## config.mk

```make
export PLATFORM = sky130hd
export DESIGN_NAME = rtc_core
export DESIGN_NICKNAME = d
export VERILOG_FILES = /design/src/hw/rtc_pkg.sv /design/src/hw/rtc_trim.sv /design/src/hw/rtc_core.sv
export VERILOG_INCLUDE_DIRS = /design/src /design/src/hw
export SDC_FILE = /design/constraint.sdc
export NUM_CORES = 1
export LEC_CHECK = 0
export ABC_AREA = 1
export ABC_CLOCK_PERIOD_IN_PS = 10050
export BUFFER_PORTS_ARGS = -buffer_cell sky130_fd_sc_hd__buf_2
export CAP_MARGIN = 30
export CORE_UTILIZATION = 40
export DETAILED_ROUTE_END_ITERATION = 10
export PLACE_DENSITY = 0.66
export SYNTH_ARGS = -nofsm -noshare
export SYNTH_HDL_FRONTEND = slang
export SYNTH_SLANG_ARGS = --single-unit
```

## constraint.sdc

```tcl
create_clock -name REF_CLK -period 10.05 [get_ports REF_CLK]
set_input_delay 0.5025 -clock REF_CLK [delete_from_list [all_inputs] [get_ports REF_CLK]]
set_output_delay 0.5025 -clock REF_CLK [all_outputs]
set_load 0.02 [all_outputs]
```

## src/hw/rtc_defines.svh

```systemverilog
// constants of the timekeeping core: offsets, fields, reset values, timing
// assumes: included by the package and both design modules
// What this block does
// - fast trim: cycle every four minutes, seconds 00 up
// - magnitudes above 60 pile into second 59
// - trim pulse 1/1024 s wide, 1/512 s apart
// - sub-1024 Hz clocks corrected, faster clocks untouched
// - scratch byte at 03h, default zero
// - seconds at 04h in BCD, default zero
// - seconds bit 7 is halt flag, reset 1
// - halt flag set while oscillator stopped or starting
// - flag clears by write only if oscillator runs
// - minutes at 05h in BCD, bit 7 zero
// - 12-hour format: meridiem bit 5, tens bit 4
// - 24-hour format tens bits 5:4, selectable
// - day of month at 07h in BCD, default 1
// - year divisible by four gives February 29
// - weekday at 08h, 0 to 6, daily count
// - weekday counts cyclically, default code 000
// - trim value seven-bit signed, bit 7 fast mode
// - correction adds or drops ticks, oscillator unchanged
// - trim pulses reach interrupt only when enabled
// - access freezes counters, one second tick kept
`ifndef RTC_DEFINES_SVH
`define RTC_DEFINES_SVH
`define RTC_ADDR_TRIM       8'h02
`define RTC_ADDR_SCRATCH    8'h03
`define RTC_ADDR_SECONDS    8'h04
`define RTC_ADDR_MINUTES    8'h05
`define RTC_ADDR_HOURS      8'h06
`define RTC_ADDR_DAY        8'h07
`define RTC_ADDR_WEEKDAY    8'h08
`define RTC_HALT_BIT        7
`define RTC_TRIM_MODE_BIT   7
`define RTC_RST_SCRATCH     8'h00
`define RTC_RST_TRIM        8'h00
`define RTC_RST_DAY         6'h01
`define RTC_RST_WEEKDAY     3'h0
`define RTC_REF_PERIOD_NS   25
`define RTC_OSC_TIMEOUT_NS  100000
`define RTC_OSC_TIMEOUT_CYC 12'((`RTC_OSC_TIMEOUT_NS + `RTC_REF_PERIOD_NS - 1) / `RTC_REF_PERIOD_NS)
`define RTC_OSC_STABLE_TICKS 11'h400
`define RTC_OSC_HZ          32768
`define RTC_PULSE_PER_S     1024
`define RTC_PULSE_TICKS     6'(`RTC_OSC_HZ / `RTC_PULSE_PER_S)
`define RTC_TRIM_SINGLE_MAX 7'h3C
`define RTC_LAST_SECOND     7'h3B
`define RTC_MAX_SEC59_PULSES 3'h5
`endif

```

## src/hw/rtc_pkg.sv

```systemverilog
// types and shared arithmetic of the timekeeping core
// assumes: rtc_defines.svh is on the include path
`include "rtc_defines.svh"
package rtc_pkg;
  typedef struct packed {
    logic        osc_s1;
    logic        osc_s2;
    logic        osc_s3;
    logic [11:0] to_cnt;
    logic [10:0] stable_cnt;
    logic        halted;
    logic        osf;
    logic [14:0] raw_div;
    logic [14:0] presc;
    logic        pending;
    logic [6:0]  sec;
    logic [6:0]  min;
    logic [5:0]  hour;
    logic [5:0]  day;
    logic [2:0]  wday;
    logic [7:0]  scratch;
    logic [7:0]  trim;
    logic [7:0]  rd_data;
    logic        day_carry;
    logic        int_n;
    logic [5:0]  clk_bits;
  } rtc_core_state_t;

  typedef struct packed {
    logic [2:0] fired_cnt;
    logic [5:0] irq_cnt;
  } rtc_trim_state_t;

  function automatic logic [6:0] rtc_bcd_to_bin(input logic [7:0] v);
    logic [6:0] t;
    t = {3'h0, v[7:4]};
    return 7'((t << 3) + (t << 1) + {3'h0, v[3:0]});
  endfunction : rtc_bcd_to_bin
endpackage : rtc_pkg

```

## src/hw/rtc_trim.sv

```systemverilog
// fast-mode correction pulse generator
// assumes: osc_tick is a one-cycle strobe per rising oscillator edge, presc the
// corrected sub-second position, sec and min the live BCD counters
`timescale 1ns/1ps
`default_nettype none
`include "rtc_defines.svh"
module rtc_trim
  import rtc_pkg::*;
(
  input  wire logic        clk,
  input  wire logic        rst,
  input  wire logic        osc_tick,
  input  wire logic [14:0] presc,
  input  wire logic [6:0]  sec,
  input  wire logic [6:0]  min,
  input  wire logic [7:0]  trim,
  output logic             corr_fire,
  output logic             corr_irq
);
  rtc_trim_state_t state_reg;
  rtc_trim_state_t state_next;
  logic [6:0]      mag;
  logic [6:0]      sec_bin;
  logic [6:0]      min_bin;
  logic [2:0]      count;

  always_comb begin
    state_next = state_reg;
    mag = trim[6] ? 7'(-trim[6:0]) : trim[6:0];
    sec_bin = rtc_bcd_to_bin({1'b0, sec});
    min_bin = rtc_bcd_to_bin({1'b0, min});
    count = 3'h0;
    if (sec_bin < `RTC_LAST_SECOND) begin
      count = (sec_bin < mag) ? 3'h1 : 3'h0;
    end else if (sec_bin == `RTC_LAST_SECOND && mag >= `RTC_TRIM_SINGLE_MAX) begin
      count = 3'(mag - `RTC_LAST_SECOND);
    end
    // pulse k starts at tick k*64 of the second
    corr_fire = trim[`RTC_TRIM_MODE_BIT] && (min_bin[1:0] == 2'h0) && osc_tick
                && (presc[5:0] == 6'h00) && (presc[14:6] == {6'h00, state_reg.fired_cnt})
                && (state_reg.fired_cnt < count);
    if (osc_tick && presc == 15'h7FFF) begin
      state_next.fired_cnt = 3'h0;
    end else if (corr_fire) begin
      state_next.fired_cnt = 3'(state_reg.fired_cnt + 3'h1);
    end
    if (corr_fire) begin
      state_next.irq_cnt = `RTC_PULSE_TICKS;
    end else if (osc_tick && state_reg.irq_cnt != 6'h00) begin
      state_next.irq_cnt = 6'(state_reg.irq_cnt - 6'h01);
    end
    corr_irq = (state_reg.irq_cnt != 6'h00);
  end

  always_ff @(posedge clk or posedge rst) begin
    if (rst) begin
      state_reg <= '0;
    end else begin
      state_reg <= state_next;
    end
  end

  a_fast_mode_only: assert property (@(posedge clk) disable iff (rst)
    !trim[`RTC_TRIM_MODE_BIT] |-> !corr_fire) else $error("trim pulse outside fast mode");
  a_one_per_second: assert property (@(posedge clk) disable iff (rst)
    (sec_bin < `RTC_LAST_SECOND) |-> state_reg.fired_cnt <= 3'h1) else $error("extra pulse");
  a_sec59_limit: assert property (@(posedge clk) disable iff (rst)
    state_reg.fired_cnt <= `RTC_MAX_SEC59_PULSES) else $error("too many pulses in second");
  a_irq_width: assert property (@(posedge clk) disable iff (rst)
    corr_fire |=> state_reg.irq_cnt == 6'h20 && corr_irq) else $error("irq width not loaded");
endmodule : rtc_trim
`default_nettype wire

```

## src/hw/rtc_core.sv

```systemverilog
// timekeeping core: oscillator watch, prescaler, BCD calendar counters,
// register file and fast trim
// assumes: register strobes come from a serial front end on REF_CLK; the
// oscillator arrives as a raw level on OSC_IN; months and years live outside
`timescale 1ns/1ps
`default_nettype none
`include "rtc_defines.svh"
module rtc_core
  import rtc_pkg::*;
(
  input  wire logic       REF_CLK,
  input  wire logic       SYS_RST,
  input  wire logic       OSC_IN,
  input  wire logic       ACCESS_ACTIVE,
  input  wire logic       REG_WR,
  input  wire logic [7:0] REG_ADDR,
  input  wire logic [7:0] REG_WDATA,
  input  wire logic       HOUR_MODE_12,
  input  wire logic       TRIM_IRQ_ENABLE,
  input  wire logic [4:0] MONTH_BCD,
  input  wire logic [7:0] YEAR_BCD,
  output logic [7:0]      REG_RDATA,
  output logic            INT_N,
  output logic            DAY_CARRY,
  output logic            OSC_HALTED,
  output logic            CLOCK_OUTPUT_PIN_1HZ,
  output logic            CLOCK_OUTPUT_PIN_1024HZ,
  output logic            TMR_SRC_4096HZ,
  output logic            TMR_SRC_64HZ,
  output logic            TMR_SRC_1HZ,
  output logic            TMR_SRC_MINUTE
);
  rtc_core_state_t state_reg;
  rtc_core_state_t state_next;
  logic            osc_tick;
  logic            sec_tick;
  logic            corr_fire;
  logic            corr_irq;
  logic            adv_sec;
  logic            adv_min;
  logic            adv_hour;
  logic            adv_day;
  logic            wr_sec;
  logic            wr_min;
  logic            wr_hour;
  logic            wr_day;
  logic            wr_wday;
  logic [7:0]      sec_up;
  logic [7:0]      min_up;
  logic [7:0]      hour_up;
  logic [7:0]      day_up;
  logic [5:0]      hour_new;
  logic [14:0]     presc_step;

  function automatic logic [7:0] bcd_inc(input logic [7:0] v);
    if (v[3:0] == 4'h9) begin
      return {4'(v[7:4] + 4'h1), 4'h0};
    end
    return {v[7:4], 4'(v[3:0] + 4'h1)};
  endfunction : bcd_inc

  function automatic logic [5:0] last_day(input logic [4:0] month,
                                          input logic [7:0] year);
    logic [6:0] yb;
    yb = rtc_bcd_to_bin(year);
    unique case (month)
      5'h02:                      return (yb[1:0] == 2'h0) ? 6'h29 : 6'h28;
      5'h04, 5'h06, 5'h09, 5'h11: return 6'h30;
      default:                    return 6'h31;
    endcase
  endfunction : last_day

  // next hour value and day carry in either format
  function automatic logic [6:0] hour_step(input logic [5:0] h,
                                           input logic       fmt12);
    logic [7:0] t;
    t = bcd_inc({2'h0, h});
    if (fmt12) begin
      if (h[4:0] == 5'h12) begin
        return {1'b0, h[5], 5'h01};
      end
      if (h[4:0] == 5'h11) begin
        return {h[5], ~h[5], 5'h12};
      end
      return {1'b0, h[5], t[4:0]};
    end
    if (h == 6'h23) begin
      return {1'b1, 6'h00};
    end
    return {1'b0, t[5:0]};
  endfunction : hour_step

  rtc_trim u_trim (
    .clk       (REF_CLK),
    .rst       (SYS_RST),
    .osc_tick  (osc_tick),
    .presc     (state_reg.presc),
    .sec       (state_reg.sec),
    .min       (state_reg.min),
    .trim      (state_reg.trim),
    .corr_fire (corr_fire),
    .corr_irq  (corr_irq)
  );

  always_comb begin
    state_next = state_reg;
    // two-stage sync, third stage only for edge detect
    state_next.osc_s1 = OSC_IN;
    state_next.osc_s2 = state_reg.osc_s1;
    state_next.osc_s3 = state_reg.osc_s2;
    osc_tick = state_reg.osc_s2 & ~state_reg.osc_s3;

    // oscillator watch: missing edges or too few stable edges mean halted
    if (osc_tick) begin
      state_next.to_cnt = 12'h000;
    end else if (state_reg.to_cnt != `RTC_OSC_TIMEOUT_CYC) begin
      state_next.to_cnt = 12'(state_reg.to_cnt + 12'h001);
    end
    if (state_reg.to_cnt == `RTC_OSC_TIMEOUT_CYC) begin
      state_next.stable_cnt = 11'h000;
    end else if (osc_tick && state_reg.stable_cnt != `RTC_OSC_STABLE_TICKS) begin
      state_next.stable_cnt = 11'(state_reg.stable_cnt + 11'h001);
    end
    state_next.halted = (state_next.stable_cnt != `RTC_OSC_STABLE_TICKS);

    // corrected prescaler: a trim pulse adds or swallows one tick
    presc_step = 15'h0001;
    if (corr_fire) begin
      presc_step = state_reg.trim[6] ? 15'h0000 : 15'h0002;
    end
    sec_tick = osc_tick && (state_reg.presc == 15'h7FFF);
    if (osc_tick) begin
      state_next.raw_div = 15'(state_reg.raw_div + 15'h0001);
      state_next.presc = 15'(state_reg.presc + presc_step);
    end

    // counters freeze during an access; one tick is held back
    adv_sec = !ACCESS_ACTIVE && (sec_tick || state_reg.pending);
    if (ACCESS_ACTIVE) begin
      state_next.pending = state_reg.pending || sec_tick;
    end else begin
      state_next.pending = state_reg.pending && sec_tick;
    end

    sec_up = bcd_inc({1'b0, state_reg.sec});
    min_up = bcd_inc({1'b0, state_reg.min});
    day_up = bcd_inc({2'h0, state_reg.day});
    hour_up = {1'b0, hour_step(state_reg.hour, HOUR_MODE_12)};
    hour_new = hour_up[5:0];
    adv_min = adv_sec && (state_reg.sec == 7'h59);
    adv_hour = adv_min && (state_reg.min == 7'h59);
    adv_day = adv_hour && hour_up[6];

    if (adv_sec) begin
      state_next.sec = (state_reg.sec == 7'h59) ? 7'h00 : sec_up[6:0];
    end
    if (adv_min) begin
      state_next.min = (state_reg.min == 7'h59) ? 7'h00 : min_up[6:0];
    end
    if (adv_hour) begin
      state_next.hour = hour_new;
    end
    if (adv_day) begin
      if (state_reg.day >= last_day(MONTH_BCD, YEAR_BCD)) begin
        state_next.day = `RTC_RST_DAY;
      end else begin
        state_next.day = day_up[5:0];
      end
      state_next.wday = (state_reg.wday == 3'h6) ? 3'h0 : 3'(state_reg.wday + 3'h1);
    end
    state_next.day_carry = adv_day && (state_reg.day >= last_day(MONTH_BCD, YEAR_BCD));

    // host writes take priority over counting
    wr_sec = REG_WR && (REG_ADDR == `RTC_ADDR_SECONDS);
    wr_min = REG_WR && (REG_ADDR == `RTC_ADDR_MINUTES);
    wr_hour = REG_WR && (REG_ADDR == `RTC_ADDR_HOURS);
    wr_day = REG_WR && (REG_ADDR == `RTC_ADDR_DAY);
    wr_wday = REG_WR && (REG_ADDR == `RTC_ADDR_WEEKDAY);
    if (REG_WR && REG_ADDR == `RTC_ADDR_SCRATCH) begin
      state_next.scratch = REG_WDATA;
    end
    if (REG_WR && REG_ADDR == `RTC_ADDR_TRIM) begin
      state_next.trim = REG_WDATA;
    end
    if (wr_sec) begin
      state_next.sec = REG_WDATA[6:0];
    end
    if (wr_min) begin
      state_next.min = REG_WDATA[6:0];
    end
    if (wr_hour) begin
      state_next.hour = REG_WDATA[5:0];
    end
    if (wr_day) begin
      state_next.day = REG_WDATA[5:0];
    end
    if (wr_wday) begin
      state_next.wday = REG_WDATA[2:0];
    end

    // halt flag: a running halt beats the host clear
    if (state_next.halted) begin
      state_next.osf = 1'b1;
    end else if (wr_sec) begin
      state_next.osf = REG_WDATA[`RTC_HALT_BIT];
    end

    // read mux, unused bits and unmapped addresses read zero
    unique case (REG_ADDR)
      `RTC_ADDR_TRIM:     state_next.rd_data = state_reg.trim;
      `RTC_ADDR_SCRATCH:  state_next.rd_data = state_reg.scratch;
      `RTC_ADDR_SECONDS:  state_next.rd_data = {state_reg.osf, state_reg.sec};
      `RTC_ADDR_MINUTES:  state_next.rd_data = {1'b0, state_reg.min};
      `RTC_ADDR_HOURS:    state_next.rd_data = {2'h0, state_reg.hour};
      `RTC_ADDR_DAY:      state_next.rd_data = {2'h0, state_reg.day};
      `RTC_ADDR_WEEKDAY:  state_next.rd_data = {5'h00, state_reg.wday};
      default:            state_next.rd_data = 8'h00;
    endcase

    state_next.int_n = !(corr_irq && TRIM_IRQ_ENABLE);
    // bit order: 1 Hz out, 1024 Hz out, 4096 Hz, 64 Hz, 1 Hz, minute
    state_next.clk_bits = {state_next.presc[14],
                           state_next.raw_div[4],
                           state_next.raw_div[2],
                           state_next.presc[8],
                           state_next.presc[14],
                           (state_next.sec[6:4] < 3'h3)};
  end

  always_ff @(posedge REF_CLK or posedge SYS_RST) begin
    if (SYS_RST) begin
      state_reg <= '0;
      state_reg.halted <= 1'b1;
      state_reg.osf <= 1'b1;
      state_reg.day <= `RTC_RST_DAY;
      state_reg.wday <= `RTC_RST_WEEKDAY;
      state_reg.scratch <= `RTC_RST_SCRATCH;
      state_reg.trim <= `RTC_RST_TRIM;
      state_reg.int_n <= 1'b1;
    end else begin
      state_reg <= state_next;
    end
  end

  assign REG_RDATA = state_reg.rd_data;
  assign INT_N = state_reg.int_n;
  assign DAY_CARRY = state_reg.day_carry;
  assign OSC_HALTED = state_reg.halted;
  assign CLOCK_OUTPUT_PIN_1HZ = state_reg.clk_bits[5];
  assign CLOCK_OUTPUT_PIN_1024HZ = state_reg.clk_bits[4];
  assign TMR_SRC_4096HZ = state_reg.clk_bits[3];
  assign TMR_SRC_64HZ = state_reg.clk_bits[2];
  assign TMR_SRC_1HZ = state_reg.clk_bits[1];
  assign TMR_SRC_MINUTE = state_reg.clk_bits[0];

  a_scratch_store: assert property (@(posedge REF_CLK) disable iff (SYS_RST)
    (REG_WR && REG_ADDR == `RTC_ADDR_SCRATCH) |=> ##1 REG_RDATA == $past(REG_WDATA, 2)
      || $past(REG_ADDR) != `RTC_ADDR_SCRATCH) else $error("scratch byte not stored");
  a_halt_sets_flag: assert property (@(posedge REF_CLK) disable iff (SYS_RST)
    state_reg.halted |-> state_reg.osf) else $error("halt flag missing while halted");
  a_flag_clear_run: assert property (@(posedge REF_CLK) disable iff (SYS_RST)
    (wr_sec && !REG_WDATA[`RTC_HALT_BIT] && !state_next.halted) |=> !state_reg.osf)
    else $error("halt flag clear ignored");
  a_minute_bit7: assert property (@(posedge REF_CLK) disable iff (SYS_RST)
    (REG_ADDR == `RTC_ADDR_MINUTES) |=> !REG_RDATA[7]) else $error("minutes bit 7 set");
  a_access_freeze: assert property (@(posedge REF_CLK) disable iff (SYS_RST)
    (ACCESS_ACTIVE && !REG_WR) |=> state_reg.sec == $past(state_reg.sec))
    else $error("seconds moved during access");
  a_sec_rollover: assert property (@(posedge REF_CLK) disable iff (SYS_RST)
    (adv_sec && state_reg.sec == 7'h59 && !REG_WR) |=> state_reg.sec == 7'h00
      && state_reg.min != $past(state_reg.min)) else $error("seconds carry lost");
  a_weekday_wrap: assert property (@(posedge REF_CLK) disable iff (SYS_RST)
    (adv_day && state_reg.wday == 3'h6 && !REG_WR) |=> state_reg.wday == 3'h0)
    else $error("weekday did not wrap");
  a_leap_february: assert property (@(posedge REF_CLK) disable iff (SYS_RST)
    (adv_day && !REG_WR && MONTH_BCD == 5'h02 && state_reg.day == 6'h28
      && rtc_bcd_to_bin(YEAR_BCD) % 4 == 0) |=> state_reg.day == 6'h29)
    else $error("leap day skipped");
  a_irq_gated: assert property (@(posedge REF_CLK) disable iff (SYS_RST)
    !TRIM_IRQ_ENABLE |=> INT_N) else $error("interrupt pulse while disabled");
  a_trim_step: assert property (@(posedge REF_CLK) disable iff (SYS_RST)
    (corr_fire && !state_reg.trim[6]) |=> state_reg.presc == 15'($past(state_reg.presc) + 15'h0002))
    else $error("added correction tick missing");
endmodule : rtc_core
`default_nettype wire

```

==> results.yml <==
grt:
  grt_pass1_wl_microns: 27300
  grt_max_degree: 63
  grt.overflow.total: 0
  grtUsageTotal_pct: 19.0
  antenna_found_initial: 0
  grt_pass1_vias: 5671
clock_tree:
  cts_hold_buffers: 0
  cts_tree: "done"
  clk_pin_slew_ns: 0.05
  cts_buffers: 17
  ctsResizeCount: 0
  clkSinkCount: 114
  htree_num_levels: 4
  clk_latency_ns: 0.41
  cts_root_buf: "clkbuf_16"
  post_cts.repair.setup_buffers: 0
  clock_path_buffers: 2
worst_setup_path:
  required_ns: 10.39
  r2r-start: "state_reg[57]"
  crit_type: "flop to flop"
  start_kind: "flop"
  reg2reg_to: "TMR_SRC_1HZ"
  end_kind: "flop"
  rrSetupSlack_ns: 4.78
  cp_max_fo: 8
  worstRegToRegCells: 24
  cp.arrival_ns: 5.60
sta:
  period_share_pct: 52.4
  fmax_ghz: 0.190
  tns_ns: 0
  finalClockSkew_ns: 0.00804
  period_minus_slack_ns: 5.27
  slew_headroom_pct: 42.5
  setup_viol: 0
  finalHoldViolations: 0
  hold_slack_ns: 0.172
  rsz0062_at_grt: "no"
  tightest_slew_ns: 0.854
  slew_viol_final: 0
  fin_ws_ns: 4.78
routing:
  post-route-drc-count: 0
  num_vias: 6238
  post_drt_wl_per_cell_microns: 13.4
  dr.pass1.iters: 5
  wl_microns: 16300
  viasPerCell: 5.11
  antenna_left: 0
  drt_iter0_drc: 565
finish:
  syn_to_final_growth_pct: 14.3
  largest_reg_flops: 87
  multi_input_area_sq_mm: 0.00370
  nNetsFinal: 1063
  num-fill-cells: 1680
  final_layout_size_suffix_gt1_share_pct: 11.2
  seqCellArea_sq_mm: 0.00286
  insertedDiodeCount: 0
die:
  num_rows: 48
  design.core.area_sq_mm: 0.0175
  die_area_sq_mm: 0.0186
  die_h_microns: 136
  io-pin-count: 53
  start_util_pct: 41.3
  die_w_microns: 136
synth:
  synth_seq_cells: 114
  ys_async_sr_fraction_pct: 100
  ys_warn_count: 0
  synth_cells: 932
  synth_ff_type: "dfrtp_1"
  avgSynthCellArea_sq_um: 7.75
  syn_area_sq_mm: 0.00723
  yosys-top-cells-area: "dfrtp_1 (38%), nand2_1 (11%), inv_1 (7.6%)"
  synth_most_common_cell: "nand2_1"
  synth_edf_count: 0
  yosysTopAreaCell: "dfrtp_1"
  syn_nets: 1012
  yosysTopAreaCellShare_pct: 38.1
  synth_cell_types: 47
  yosysSeqAreaShare_pct: 39.5
  netlist_top_cells_count: "nand2_1 (214), inv_1 (146), dfrtp_1 (110)"
power:
  powerDensity_mw_per_mm2: 176
  ir_drop_uv: 133
  total_leakage_power_nw: 4.19
place:
  globalplace.congestion: 0.850
  hpwl_microns: 12300
  io_buffers: 47
  dp_slack_ns: 4.76
outcome:
  status: "finished clean"
flow_run:
  drv_cap: 0
min_path:
  hp-class: "primary input to asynchronous set/reset pin"
-- layout by cell type (no fill, tap or decap), types with 3 or more instances in the layout --
master and count:
clkbuf_16 17, nor4_1 11, clkinv_2 5, o21ai_0 60, o221ai_1 9, nand2_4 5, buf_2 47, o211ai_1 8
nor2_2 3, nand2_1 214, nor3_1 24, o2111ai_1 3, inv_2 3, nor2_1 79, dfrtp_1 110, ha_1 41
nand4_1 21, a221oi_1 6, or2_2 4, nand3_1 49, xor2_1 34, fa_1 3, o22ai_1 9, clkbuf_8 5
inv_1 145, and3_1 3, a21oi_1 31, xnor2_1 8, dfstp_2 4
-- critical path, cell delays in order (launching register included) --
cell and delay, ns:
dfrtp_1 0.47, fa_1 0.56, fa_1 0.47, xor2_1 0.23, nand2_1 0.07, nor2_1 0.12, nand2_1 0.07, nor3_1 0.19
and2_1 0.18, nand2_1 0.06, ha_1 0.30, a21oi_1 0.12, nor3b_1 0.19, nand3_1 0.09, nor4_1 0.23, nand2_2 0.19
nor2_1 0.16, inv_1 0.08, fa_1 0.39, nor2_1 0.18, nand2_1 0.14, nor2_1 0.18, nand2_1 0.13, nor3_1 0.21
xor2_1 0.16
-- stage by stage --
| step | std cells | cell area, sq um | power, mW | utilization [%] |
|---|---|---|---|---|
| after floorplan | 932 | 7230 | 0.779 | - |
| after global placement | 1189 | 7660 | 0.842 | 43.8 |
| after detailed placement | 1189 | 7660 | 0.851 | 43.8 |
| after CTS | 1221 | 8260 | 1.47 | 47.3 |
| after global routing | 1221 | 8260 | 1.53 | 47.3 |
| final | 1221 | 8260 | 1.45 | 47.3 |
-- worst max path at each step --
stage | from | to | slack, ns | cells past startpoint
2_1_floorplan | state_reg[58] | TMR_SRC_1HZ | 5.35 | 24
3_3_place_gp | state_reg[57] | TMR_SRC_1HZ | 4.82 | 24
3_5_place_dp | state_reg[57] | TMR_SRC_1HZ | 4.76 | 24
4_1_cts | state_reg[57] | TMR_SRC_1HZ | 4.74 | 24
5_1_grt | state_reg[57] | TMR_SRC_1HZ | 4.23 | 24
6_report | state_reg[57] | TMR_SRC_1HZ | 4.78 | 24
-- layout make-up --
type	instances	share of cell area (%)
multi-input cells	651	44.8
clock buffers	23	6.03
well taps	225	3.41
inverters	150	6.86
repair buffers	49	3.03
flip-flops and latches	114	34.6
clock inverters	9	1.26
-- power by group --
group | internal, mW | switching, mW | total [mW]
combinational | 0.104 | 0.157 | 0.260
sequential | 0.521 | 0.0621 | 0.583
clock | 0.396 | 0.211 | 0.607
-- metal layers --
layer / vias up / GRT usage, % / share of wire (%)
li1: 3160 / - / -
met1: 2919 / 26.9 / 47
met2: 142 / 28.8 / 47
met3: 17 / 3.47 / 4.7
met4: 0 / 6.73 / 1.3
met5: - / 0 / 0
-- cell families after synthesis --
family / Yosys count / synth area share [%]
fa+ha+maj: 45 / 8.07
simple gates: 427 / 26.8
xor+xnor: 42 / 5.09
buf+inv: 167 / 9.23
flops: 114 / 39.5
compound gates: 137 / 11.3
Power figures use the tool's default switching activity.
